`src/design/cmpc_defines.svh`:
```
// timing counts and field constants for the core memory port block
`ifndef CMPC_DEFINES_SVH
`define CMPC_DEFINES_SVH
`define CMPC_CLK_PERIOD_NS   10
`define CMPC_PULSE_NS        20
`define CMPC_PULSE_CYC       ((`CMPC_PULSE_NS + `CMPC_CLK_PERIOD_NS - 1) \
                              / `CMPC_CLK_PERIOD_NS)
`define CMPC_SETTLE_NS       20
`define CMPC_SETTLE_CYC      ((`CMPC_SETTLE_NS + `CMPC_CLK_PERIOD_NS - 1) \
                              / `CMPC_CLK_PERIOD_NS)
`define CMPC_WR_DLY_NS       20
`define CMPC_WR_DLY_CYC      ((`CMPC_WR_DLY_NS + `CMPC_CLK_PERIOD_NS - 1) \
                              / `CMPC_CLK_PERIOD_NS)
`define CMPC_DATA_W          36
`define CMPC_QADDR_W         20
`define CMPC_MODE_ONE        2'h0
`define CMPC_MODE_TWO        2'h1
`define CMPC_MODE_FOUR       2'h2
`endif

```
`src/design/cmpc_pkg.sv`:
```
// types shared by the core memory port block
package cmpc_pkg;
  typedef enum logic [2:0] {
    CMPC_IDLE, CMPC_SETTLE, CMPC_REQ, CMPC_WAIT_RD, CMPC_WR_DLY,
    CMPC_RELEASE
  } cmpc_state_type;

  typedef struct packed {
    logic       ext_meta;
    logic       ext_sync;
    logic       ext_prev;
    logic [3:0] half_cnt;
    logic [3:0] per_cnt;
    logic [3:0] per_len;
    logic [1:0] a_width;
    logic [1:0] d_width;
    logic       phase_a;
    logic       pre_a;
    logic [5:0] dbl;
  } cmpc_clk_state_type;
endpackage

```
`src/design/cmpc_clkgen.sv`:
```
// clock generator: phase a pulse train and six double-rate enable trains
`timescale 1ns/1ps
`default_nettype none
`include "cmpc_defines.svh"
module cmpc_clkgen
  import cmpc_pkg::*;
(
  input  wire logic       i_clk,         // 100 mhz system clock
  input  wire logic       i_rst_n,       // async reset, active low
  input  wire logic       i_ext_clk,     // external host clock pin
  output logic            o_phase_a,     // phase a pulse
  output logic            o_pre_phase_a, // interval before phase a
  output logic [5:0]      o_dbl_clk      // double-rate pulse trains
);
  cmpc_clk_state_type st_ff;
  cmpc_clk_state_type nxt_st;
  logic               fall;

  // fall detect reads only the synchronised copy, never the first stage
  assign fall = st_ff.ext_prev & ~st_ff.ext_sync;

  always_comb begin
    nxt_st = st_ff;
    nxt_st.ext_meta = i_ext_clk;
    nxt_st.ext_sync = st_ff.ext_meta;
    nxt_st.ext_prev = st_ff.ext_sync;
    nxt_st.per_cnt  = st_ff.per_cnt + 4'h1;
    // phase a fires on each external falling edge [RQ12]
    if (fall) begin
      nxt_st.per_len  = st_ff.per_cnt;
      nxt_st.per_cnt  = 4'h0;
      nxt_st.half_cnt = 4'h0;
      nxt_st.a_width  = 2'(`CMPC_PULSE_CYC);
      nxt_st.d_width  = 2'(`CMPC_PULSE_CYC);
    end else begin
      if (st_ff.a_width != 2'h0)
        nxt_st.a_width = st_ff.a_width - 2'h1;
      nxt_st.half_cnt = st_ff.half_cnt + 4'h1;
      // second double-rate pulse halfway through the period [RQ14]
      if (st_ff.half_cnt == {1'b0, st_ff.per_len[3:1]})
        nxt_st.d_width = 2'(`CMPC_PULSE_CYC);
      else if (st_ff.d_width != 2'h0)
        nxt_st.d_width = st_ff.d_width - 2'h1;
    end
    nxt_st.phase_a = (nxt_st.a_width != 2'h0);
    // phasing indicator: last half period before phase a [RQ13]
    nxt_st.pre_a = ~nxt_st.phase_a &
                   (st_ff.half_cnt >= {1'b0, st_ff.per_len[3:1]});
    nxt_st.dbl = {6{nxt_st.d_width != 2'h0}}; // six trains [RQ14]
  end

  always_ff @(posedge i_clk or negedge i_rst_n) begin
    if (!i_rst_n) begin
      st_ff <= '0;
    end else begin
      st_ff <= nxt_st;
    end
  end

  assign o_phase_a     = st_ff.phase_a;
  assign o_pre_phase_a = st_ff.pre_a;
  assign o_dbl_clk     = st_ff.dbl;
endmodule
`default_nettype wire

```
`src/design/cmpc_port.sv`:
```
// storage-side port of the memory bus adapter with its clock generator
// Summary of operation
// RQ1 - 36-bit pulse data, both directions
// RQ2 - odd parity; check host write parity
// RQ3 - bad read parity flags error, passes through
// RQ4 - drive quadword bits, generate word bits; code passes the host word bits through unchanged
// RQ5 - fast, slow, immediate requests together
// RQ6 - address and type settle before request
// RQ7 - read, write or both for modify
// RQ8 - module read restart marks valid data
// RQ9 - send write restart once data valid
// RQ10 - module returns address accept strobe
// RQ11 - warning strobe precedes read restart
// RQ12 - phase a pulse on external fall
// RQ13 - phasing indicator before/during phase a; code drops it during phase a
// RQ14 - six double-rate 20 ns trains
// RQ15 - host signals launched, sampled same phase
// RQ16 - accept gated by port, double-rate capture
// RQ17 - warning starts restart; later restart ignored
// RQ18 - write request waits for loaded buffer
// RQ19 - port enables follow bus mode
// RQ20 - bad address parity suppresses request
// RQ21 - drop request before changing address
`timescale 1ns/1ps
`default_nettype none
`include "cmpc_defines.svh"
module cmpc_port
  import cmpc_pkg::*;
(
  input  wire logic        i_clk,           // 100 mhz clock
  input  wire logic        i_rst_n,         // async reset, active low
  input  wire logic        i_ext_clk,       // external host clock pin
  input  wire logic        i_start,         // host cycle start, one cycle
  input  wire logic        i_rd,            // host read request
  input  wire logic        i_wr,            // host write request
  input  wire logic [21:0] i_addr,          // host address bits 14-35
  input  wire logic        i_addr_par,      // host address odd parity
  input  wire logic [1:0]  i_mode,          // bus mode one/two/four
  input  wire logic        i_buf_loaded,    // write buffer loaded
  input  wire logic [35:0] i_wr_data,       // host write data
  input  wire logic        i_wr_par,        // host write parity
  input  wire logic [35:0] i_storage_data_lines, // data pins in
  input  wire logic        i_storage_data_parity, // parity pin in
  input  wire logic [3:0]  i_address_accept_strobe, // per port
  input  wire logic [3:0]  i_data_warning_strobe,   // per port
  input  wire logic [3:0]  i_read_restart_strobe,   // per port
  output logic [35:0]      o_storage_data_lines,  // data pins out
  output logic             o_storage_data_parity, // parity pin out
  output logic             o_storage_data_oe,     // data pins driven
  output logic [21:0]      o_storage_word_address, // address pins
  output logic [3:0]       o_cycle_request_fast_line, // per port
  output logic [3:0]       o_cycle_request_slow_line, // per port
  output logic [3:0]       o_cycle_request_immediate_line, // per port
  output logic [3:0]       o_read_type_line,      // per port
  output logic [3:0]       o_write_type_line,     // per port
  output logic [3:0]       o_write_restart_strobe, // per port
  output logic             o_host_acknowledge,    // cycle accepted
  output logic             o_data_valid,          // read data valid
  output logic [35:0]      o_rd_data,             // read data to host
  output logic             o_rd_par,              // read parity to host
  output logic             o_cumulative_error_line, // data parity error
  output logic             o_addr_par_err,        // address parity error
  output logic             o_busy,                // cycle in progress
  output logic             o_phase_a,             // phase a clock
  output logic             o_pre_phase_a,         // phasing indicator
  output logic [5:0]       o_dbl_clk              // double-rate trains
);
  typedef struct packed {
    cmpc_state_type fsm;
    logic [3:0]     en;
    logic [21:0]    addr;
    logic           rd;
    logic           wr;
    logic [1:0]     cnt;
    logic [3:0]     req;
    logic [3:0]     wrs;
    logic           oe;
    logic [35:0]    dout;
    logic           pout;
    logic           acc_seen;
    logic           ack_pend;
    logic           ack;
    logic           rs_seen;
    logic           dv;
    logic [35:0]    rdata;
    logic           rpar;
    logic           err;
    logic           aerr;
    logic [3:0]     acc_m;
    logic [3:0]     acc_s;
    logic [3:0]     dw_m;
    logic [3:0]     dw_s;
    logic [3:0]     rs_m;
    logic [3:0]     rs_s;
    logic [35:0]    dat_m;
    logic [35:0]    dat_s;
    logic           par_m;
    logic           par_s;
    logic           wr_ok;
    logic           err_q;
  } cmpc_port_state_type;

  cmpc_port_state_type st_ff;
  cmpc_port_state_type nxt_st;
  logic [3:0]          sel_en;
  logic                a_par_ok;

  // odd parity check over a word plus its parity bit
  function automatic logic odd_ok(input logic [35:0] d, input logic p);
    odd_ok = ^{d, p};
  endfunction

  // port selection by bus mode and starting word [RQ19]
  function automatic logic [3:0] port_sel(input logic [1:0] m,
                                          input logic [1:0] w);
    case (m)
      `CMPC_MODE_ONE:  port_sel = 4'hF;
      `CMPC_MODE_TWO:  port_sel = w[0] ? 4'hA : 4'h5;
      `CMPC_MODE_FOUR: port_sel = 4'h1 << w;
      default:         port_sel = 4'hF;
    endcase
  endfunction

  assign sel_en   = port_sel(i_mode, i_addr[1:0]);
  assign a_par_ok = ^{i_addr, i_addr_par};

  cmpc_clkgen u_clkgen (
    .i_clk         (i_clk),
    .i_rst_n       (i_rst_n),
    .i_ext_clk     (i_ext_clk),
    .o_phase_a     (o_phase_a),
    .o_pre_phase_a (o_pre_phase_a),
    .o_dbl_clk     (o_dbl_clk)
  );

  always_comb begin
    nxt_st = st_ff;
    // pin strobes pass two flops; only the second stage is read
    nxt_st.acc_m = i_address_accept_strobe;
    nxt_st.acc_s = st_ff.acc_m;
    nxt_st.dw_m  = i_data_warning_strobe;
    nxt_st.dw_s  = st_ff.dw_m;
    nxt_st.rs_m  = i_read_restart_strobe;
    nxt_st.rs_s  = st_ff.rs_m;
    // data pins ride the same two flops, so they stay in step with strobes
    nxt_st.dat_m = i_storage_data_lines;
    nxt_st.dat_s = st_ff.dat_m;
    nxt_st.par_m = i_storage_data_parity;
    nxt_st.par_s = st_ff.par_m;
    // error line relaunched on phase a only, held one period [RQ15]
    if (o_phase_a)
      nxt_st.err_q = st_ff.err;
    nxt_st.ack   = 1'b0;
    nxt_st.dv    = 1'b0;
    // accept gated by selected port, held for a double-rate edge [RQ16]
    if (|(st_ff.acc_s & st_ff.en) && !st_ff.acc_seen &&
        st_ff.fsm != CMPC_IDLE) begin
      nxt_st.acc_seen = 1'b1;
      nxt_st.ack_pend = 1'b1;
    end
    if (st_ff.ack_pend && o_dbl_clk[0]) begin
      nxt_st.ack_pend = 1'b0;
      nxt_st.ack      = 1'b1; // [RQ16]
    end
    case (st_ff.fsm)
      CMPC_IDLE: begin
        if (i_start) begin
          nxt_st.aerr = ~a_par_ok;
          // bad address parity: no cycle request at all [RQ20]
          if (a_par_ok) begin
            nxt_st.en   = sel_en;
            // quadword and word bits both taken from host address [RQ4]
            nxt_st.addr = i_addr;
            nxt_st.rd   = i_rd; // [RQ7]
            nxt_st.wr   = i_wr; // [RQ7]
            nxt_st.cnt  = 2'(`CMPC_SETTLE_CYC);
            nxt_st.acc_seen = 1'b0;
            nxt_st.rs_seen  = 1'b0;
            nxt_st.wr_ok    = 1'b0;
            nxt_st.fsm  = CMPC_SETTLE;
          end
        end
      end
      CMPC_SETTLE: begin
        // address and types settle before request rises [RQ6]
        if (st_ff.cnt != 2'h0) begin
          nxt_st.cnt = st_ff.cnt - 2'h1;
        end else if (st_ff.wr && !st_ff.wr_ok) begin
          // write type waits for the loaded buffer, then settles too [RQ18]
          if (i_buf_loaded) begin
            // check host write parity before forwarding [RQ2]
            nxt_st.err   = st_ff.err | ~odd_ok(i_wr_data, i_wr_par);
            nxt_st.dout  = i_wr_data;
            nxt_st.pout  = i_wr_par;
            nxt_st.wr_ok = 1'b1;
            nxt_st.cnt   = 2'(`CMPC_SETTLE_CYC);
          end
        end else begin
          nxt_st.req = st_ff.en; // all three lines together [RQ5]
          nxt_st.fsm = CMPC_REQ;
        end
      end
      CMPC_REQ: begin
        if (st_ff.acc_seen)
          nxt_st.fsm = st_ff.rd ? CMPC_WAIT_RD : CMPC_WR_DLY;
        nxt_st.cnt = 2'(`CMPC_WR_DLY_CYC);
      end
      CMPC_WAIT_RD: begin
        // warning starts restart; later read restart ignored [RQ17]
        if (!st_ff.rs_seen &&
            |((st_ff.dw_s | st_ff.rs_s) & st_ff.en)) begin // [RQ8] [RQ11]
          nxt_st.rs_seen = 1'b1;
          nxt_st.rdata   = st_ff.dat_s; // [RQ1]
          nxt_st.rpar    = st_ff.par_s;
          // bad read parity flagged, still passed on [RQ3]
          nxt_st.err = st_ff.err | ~odd_ok(st_ff.dat_s, st_ff.par_s);
          nxt_st.dv  = 1'b1;
          if (st_ff.wr) begin
            nxt_st.dout = i_wr_data;
            nxt_st.pout = i_wr_par;
            nxt_st.err  = st_ff.err | ~odd_ok(i_wr_data, i_wr_par) |
                          ~odd_ok(st_ff.dat_s, st_ff.par_s);
            nxt_st.cnt  = 2'(`CMPC_WR_DLY_CYC);
            nxt_st.fsm  = CMPC_WR_DLY;
          end else begin
            nxt_st.fsm = CMPC_RELEASE;
          end
        end
      end
      CMPC_WR_DLY: begin
        // drive data first, then restart strobe once valid [RQ9]
        nxt_st.oe = 1'b1; // [RQ1]
        if (st_ff.cnt != 2'h0) begin
          nxt_st.cnt = st_ff.cnt - 2'h1;
        end else begin
          nxt_st.wrs = st_ff.en; // [RQ9]
          nxt_st.cnt = 2'(`CMPC_PULSE_CYC);
          nxt_st.fsm = CMPC_RELEASE;
        end
      end
      CMPC_RELEASE: begin
        // drop requests before address may change [RQ21]
        nxt_st.req = 4'h0;
        if (st_ff.cnt != 2'h0) begin
          nxt_st.cnt = st_ff.cnt - 2'h1;
        end else begin
          nxt_st.wrs = 4'h0;
          nxt_st.oe  = 1'b0;
          nxt_st.wr_ok = 1'b0;
          nxt_st.fsm = CMPC_IDLE;
        end
      end
      default: nxt_st.fsm = CMPC_IDLE;
    endcase
  end

  always_ff @(posedge i_clk or negedge i_rst_n) begin
    if (!i_rst_n) begin
      st_ff     <= '0;
      st_ff.fsm <= CMPC_IDLE;
    end else begin
      st_ff <= nxt_st;
    end
  end

  // host error launched on phase a, sampled a period later [RQ15]
  assign o_cumulative_error_line = st_ff.err_q;
  assign o_addr_par_err          = st_ff.aerr;
  assign o_storage_word_address  = st_ff.addr;
  assign o_cycle_request_fast_line      = st_ff.req; // [RQ5]
  assign o_cycle_request_slow_line      = st_ff.req; // [RQ5]
  assign o_cycle_request_immediate_line = st_ff.req; // [RQ5]
  // type lines: write held off until buffer loaded [RQ18]
  assign o_read_type_line  = st_ff.rd ? st_ff.en : 4'h0;
  assign o_write_type_line = st_ff.wr_ok ? st_ff.en : 4'h0;
  assign o_write_restart_strobe = st_ff.wrs;
  assign o_storage_data_lines   = st_ff.dout;
  assign o_storage_data_parity  = st_ff.pout;
  assign o_storage_data_oe      = st_ff.oe;
  assign o_host_acknowledge     = st_ff.ack;
  assign o_data_valid           = st_ff.dv;
  assign o_rd_data              = st_ff.rdata;
  assign o_rd_par               = st_ff.rpar;
  assign o_busy                 = (st_ff.fsm != CMPC_IDLE);
endmodule
`default_nettype wire

```
`config.mk`:
```
export PLATFORM = sky130hd
export DESIGN_NAME = cmpc_port
export DESIGN_NICKNAME = d
export VERILOG_FILES = /design/src/design/cmpc_pkg.sv /design/src/design/cmpc_clkgen.sv /design/src/design/cmpc_port.sv
export VERILOG_INCLUDE_DIRS = /design/src /design/src/design
export SDC_FILE = /design/constraint.sdc
export NUM_CORES = 1
export LEC_CHECK = 0
export ABC_AREA = 1
export BUFFER_PORTS_ARGS = -buffer_cell sky130_fd_sc_hd__buf_2
export CAP_MARGIN = 20
export CORE_MARGIN = 2
export CORE_UTILIZATION = 45
export DETAILED_ROUTE_END_ITERATION = 8
export PLACE_DENSITY = 0.64
export SLEW_MARGIN = 20
export SYNTH_ARGS = -nofsm -noshare
export SYNTH_HDL_FRONTEND = slang
export SYNTH_HIERARCHICAL = 1
export SYNTH_SLANG_ARGS = --single-unit
```
`constraint.sdc`:
```
create_clock -name i_clk -period 5 [get_ports i_clk]
set_input_delay 0.25 -clock i_clk [delete_from_list [all_inputs] [get_ports i_clk]]
set_output_delay 0.25 -clock i_clk [all_outputs]
set_load 0.005 [all_outputs]
```
---- Word level (Yosys, flattened, before mapping) ----
Cells that the tools add are included.
storage, ports and cells
  RAM bits ................................ 0
  ROM bits ................................ 0
  memories ................................ 0
  flip-flop bits (word level) ............. 245
  latch bits .............................. 0
operators by class
  eq/ne operators ......................... 22
  shift operators ......................... 1
  $add $sub $neg .......................... 5
  multiply operators ...................... 0
  multiplexer cells ....................... 61
  divide/modulo/power cells ............... 0
  reduce and logical (&&, ||, !) cells .... 39
  order comparisons ....................... 1
  bitwise operators ....................... 13
operators by type and width
  cell                 count
  $mux 37              5
  $pmux 37 s2          1
  $reduce_xor 37->1    2
  $mux 33              2
  $mux 40              1
  $mux 38              1
  $mux 4               8
  $mux 2               12
  $ne 2x2->1 const B   12
  $reduce_xor 23->1    1
  $mux 3               7
  $reduce_bool 2->1    10
  $pmux 3 s6           1
  $pmux 4 s2           2
  $reduce_and 8->1     2
  $mux 1               14
  $pmux 2 s6           1
  $pmux 5 s2           1
  $reduce_and 3->1     3
  $add 4x1->4 const B  2
  $and 4x4->4          2
  $mux 8               1
  $reduce_or 4->1      2
  $reduce_and 7->1     1
  other kinds (26)     48

---- Depth between registers and ports, before layout ----
  depth in word-level cells ............... 8
  gate-level depth with buffers ........... 17
  depth with buffers taken out ............ 17

---- Hierarchy ----
The synthesis kept the hierarchy.
by module, submodules not included
  module       cells an instance  instances  area an instance (um^2)  sequential area each (um^2)
  cmpc_port    1196               1          10334.9                  5580.4
  cmpc_clkgen  87                 1          890.9                    525.5

---- Least setup slack after synthesis ----
OpenSTA, ideal clock, no wires.
  path kind ............................... register to register
  from .................................... reg st_ff[222] in the netlist's numbering
  to ...................................... reg st_ff (netlist bit o_storage_data_lines[0])
  path buffers ............................ 2
  setup time .............................. 0.125 ns
  period minus slack after synthesis ...... 1.843 ns
  data arrival time ....................... 1.718 ns
  stages on the path, launching flop included .. 12
  setup slack ............................. 3.157 ns
  cell sequence ........................... dfrtp_1 -> inv_2 -> nand2_1 -> nor2_1 -> inv_2 -> a21oi_1 -> inv_1 -> nand2_1 -> or2_1 -> buf_4 -> buf_6 -> mux2_4
on the way
  longest elaborated chain between the ends .. 3
  elaborated cells between the ends (all ways) .. 10
RTL lines
  element                                                           RTL line          source
  from (decl)                                                       cmpc_port.sv:103  cmpc_port_state_type st_ff;
  from (signal assigned)                                            cmpc_port.sv:262  st_ff <= nxt_st;
  $eq 3x1->1 / $eq 3x2->1 (equally long branches)                   cmpc_port.sv:165  case (st_ff.fsm)
  $ne 2x2->1 (no line) / $reduce_bool 2->1 (equally long branches)  -
  $reduce_and 6->1 (no line)                                        -
Several ways; a longest one is shown, not always the timed one.
A chain may end at the register's enable or synchronous reset.

---- Final worst setup path ----
  from .................................... reg st_ff[222] in the netlist's numbering
  to ...................................... reg st_ff (netlist bit o_storage_data_lines[33])
Same word-level chain as after synthesis.

==> impl_metrics.ini <==
[outcome]
run_status = finished clean

[sta]
finalClockSkew_ps = 10.3
final.setup.tns_ps = 0
period_share_pct = 53.5
number_of_slew_limit_violations_in_the_final_report = 0
rsz0062_at_grt = no
hold-worst-slack_ps = 31.4
layout_min_cycle_time_ps = 2670
setup_viol = 0
clock.fmax_mhz = 374
worst_slew_pin_slew_ps = 1000
slew_headroom_pct = 33.0
report.final.hold_viol_count = 0

[layout]
finalNetCount = 1645
fill_cells = 2218
area_growth_syn_to_layout_pct = 22.6
final_layout_size_suffix_gt1_share_pct = 21.8
layout.cells.non_filler = 1863
postLayoutCoreUtil_pct = 56.4

[critical_path]
worst_ep_arrival_time_ps = 3070
cp_cell_sequence = inv_2 -> nand2_1 -> nor2_1 -> inv_2 -> a21oi_1 -> inv_1 -> nand2_1 -> or2_2 -> buf_4 -> mux2_4
critPathKind = reg -> reg
timing.critical_path.slowest_cell_delay_ps = 550
timing.critical_path.fanout_max = 31
crit_family = simple AND/OR/NAND/NOR gates
worstPathRequired_ps = 5400
endpoint_kind_of_the_worst_setup_timing_path = flop
crit_slowest_cell = sky130_fd_sc_hd__or2_2
cp_num_buf_inv = 4
setup.worst_path.start_class = flop

[route]
vias = 8498
finalWirelength_microns = 23900
routed_via_density = 4.56
detail_route.drc_violations = 0
detail-route-antenna-nets = 0
routedWlPerCell_microns = 12.8
first_iter_violations = 575
first_pass_iters = 5

[placement]
post_placement_cell_count = 1724
detailed_place_hpwl_microns = 16500
placement.io_buffers = 251
gp_congestion = 0.826

[floorplan]
core.rowCount = 57
die_height_microns = 162
chipWidth_microns = 162
design.portCount = 252
coreArea_sq_um = 24400
dieArea_sq_um = 26200
floorplan.initialDensity_pct = 46.0

[cts]
cts_tree = yes
cts_root_buffer = sky130_fd_sc_hd__clkbuf_16
worst_setup_hold_path_clk_slew_ps = 60
post-cts-setup-buffers = 0
cts_inserted_buffers = 27
ctsResizeCount = 0
cts.path.max_buffers = 3
hold_buffer_count_at_cts = 89
cts_sinks = 244
clock_latency_on_the_worst_skew_pair_ps = 520
clock_tree.htree_level_count = 1

[global_routing]
first_pass_grt_wire_length_microns = 39000
grt-ovfl-total = 0
number_of_antenna_violations_at_the_first_check_in_global_routing = 1
grt_pass1_vias = 8252
gr-usage-all-layers_pct = 18.1
grt_start_max_net_pins = 130

[synth]
yosysSeqAreaShare_pct = 54.4
yosys_warnings = 6
library_cell_with_the_largest_summed_area_after_synthesis = sky130_fd_sc_hd__dfrtp_1
synth_top_area_share_pct = 54.4
ranking_of_synthesized_cells_by_instance_count = sky130_fd_sc_hd__nand2_1, sky130_fd_sc_hd__dfrtp_1, sky130_fd_sc_hd__buf_4, sky130_fd_sc_hd__inv_1, sky130_fd_sc_hd__o21ai_0
synthesized_cell_area_sq_um = 11200
yosys_most_used_dff = sky130_fd_sc_hd__dfrtp_1
synthesized_area_divided_by_synthesized_cell_count_sq_um = 8.75
yosysMostFrequentCell = sky130_fd_sc_hd__nand2_1
netlist-cell-type-count = 35
synth_edf_count = 0
ys_seq_elements = 244
post_synth_inst_count = 1283
async_flop_share_pct = 100
ys_top_cells_by_area = sky130_fd_sc_hd__dfrtp_1, sky130_fd_sc_hd__nand2_1, sky130_fd_sc_hd__buf_4
synth.net_count = 1410

[pwr]
proportion_of_power_drawn_by_flip_flops_and_latches_pct = 44.4
comb_power_share_pct = 11.8
total_power_mw = 4.76
clock_power_share_pct = 43.7
pwr_density_cell_nw_per_um2 = 346
p_leak_nw = 7.75
max-vdd-ir-drop_mv = 0.267
power_report.internal_total_mw = 3.59
netSwitchingPower_mw = 1.17
power_switching_share_pct = 24.6

[run]
cap_viol_max_count = 0

[worst_hold_path]
hold_class = in -> reg
## tightest hold or removal path, cell delays in order
cell and delay, ps:
sky130_fd_sc_hd__buf_2 120, sky130_fd_sc_hd__inv_1 50, sky130_fd_sc_hd__o21ai_0 80
## sequential cells by signal (all words and copies together), names as in the netlist, 2 cells and up
| register | flops |
|---|---|
| nxt_st | 49 |
| u_clkgen/st_ff | 16 |
| st_ff | 65 |
| o_storage_data_lines | 36 |
| o_write_restart_strobe | 4 |
| o_storage_word_address | 22 |
| u_clkgen/nxt_st | 2 |
| o_cycle_request_fast_line | 4 |
| o_rd_data | 36 |
## power groups by stage
stage	Combinational (mW)	Clock (mW)	Sequential, mW
after floorplan	0.353	0	2.14
after global placement	0.498	0	2.14
after detailed placement	0.510	0	2.15
after CTS	0.570	2.14	2.11
after global routing	0.658	2.22	2.12
final	0.563	2.08	2.11
## stage by stage
step	cell area, sq um	setup slack [ps]
6_report	13800	2330
5_1_grt	13800	2050
3_3_place_gp	11900	2410
3_5_place_dp	11900	2330
4_1_cts	13800	2310
2_1_floorplan	11200	3160
## cells in the final DEF, fill, tap and decap left out, drive strengths merged, types with 2 or more instances in the layout
cell type,instances
nand2,546
buf,253
dfrtp,244
inv,115
dlygate4sd3,89
o21ai,86
nor2,40
clkbuf,31
xnor2,27
xor2,19
nand3,18
mux2,14
a21oi,12
ha,9
clkinv,7
clkinvlp,6
nand4,5
bufinv,5
nor3,2
o31ai,2
or2,2
a2111oi,2
## area by class of cell
cell class | count | area [sq um] | share of cell area, %
Inverter | 115 | 434 | 3.15
Clock buffer | 31 | 711 | 5.16
Timing Repair Buffer | 342 | 2180 | 15.9
Tap cell | 324 | 405 | 2.95
Multi-Input combinational cell | 788 | 3680 | 26.8
Sequential cell | 244 | 6110 | 44.4
Antenna cell | 1 | 2.50 | 0.0182
Clock inverter | 18 | 234 | 1.70
## kinds of logic after synthesis
kind of cell / share of synthesized area (%)
adders and majority gates: 1.00
buffers and inverters: 12.8
DFF: 54.4
xor gates and xnor gates: 3.72
and+or+nand+nor: 21.4
muxes: 1.84
AOI/OAI and AO/OA: 4.85
## routing by layer
metal	part of all wire (%)	global-route usage, %	up-vias
met5	0	0	-
met4	2.8	6.28	0
met3	4.9	2.68	51
met2	48	31.1	225
met1	44	23.5	3944
li1	-	-	4278
## path summary, 6_finish.rpt
check / from / endpoint / slack, ps / cells past startpoint
worst max-delay path: st_ff[222] / o_storage_data_lines[33] / 2330 / 10
worst min-delay path: i_wr_data[3] / o_storage_data_lines[3] / 30 / 3
worst max register to register: st_ff[222] / o_storage_data_lines[33] / 2330 / 10
worst min register to register: nxt_st[35] / st_ff[35] / 340 / 0
max in group asynchronous: i_rst_n / o_storage_word_address[12] / 3490 / 3
min in group asynchronous: i_rst_n / o_rd_data[17] / 360 / 2
Power figures use the tool's default switching activity.
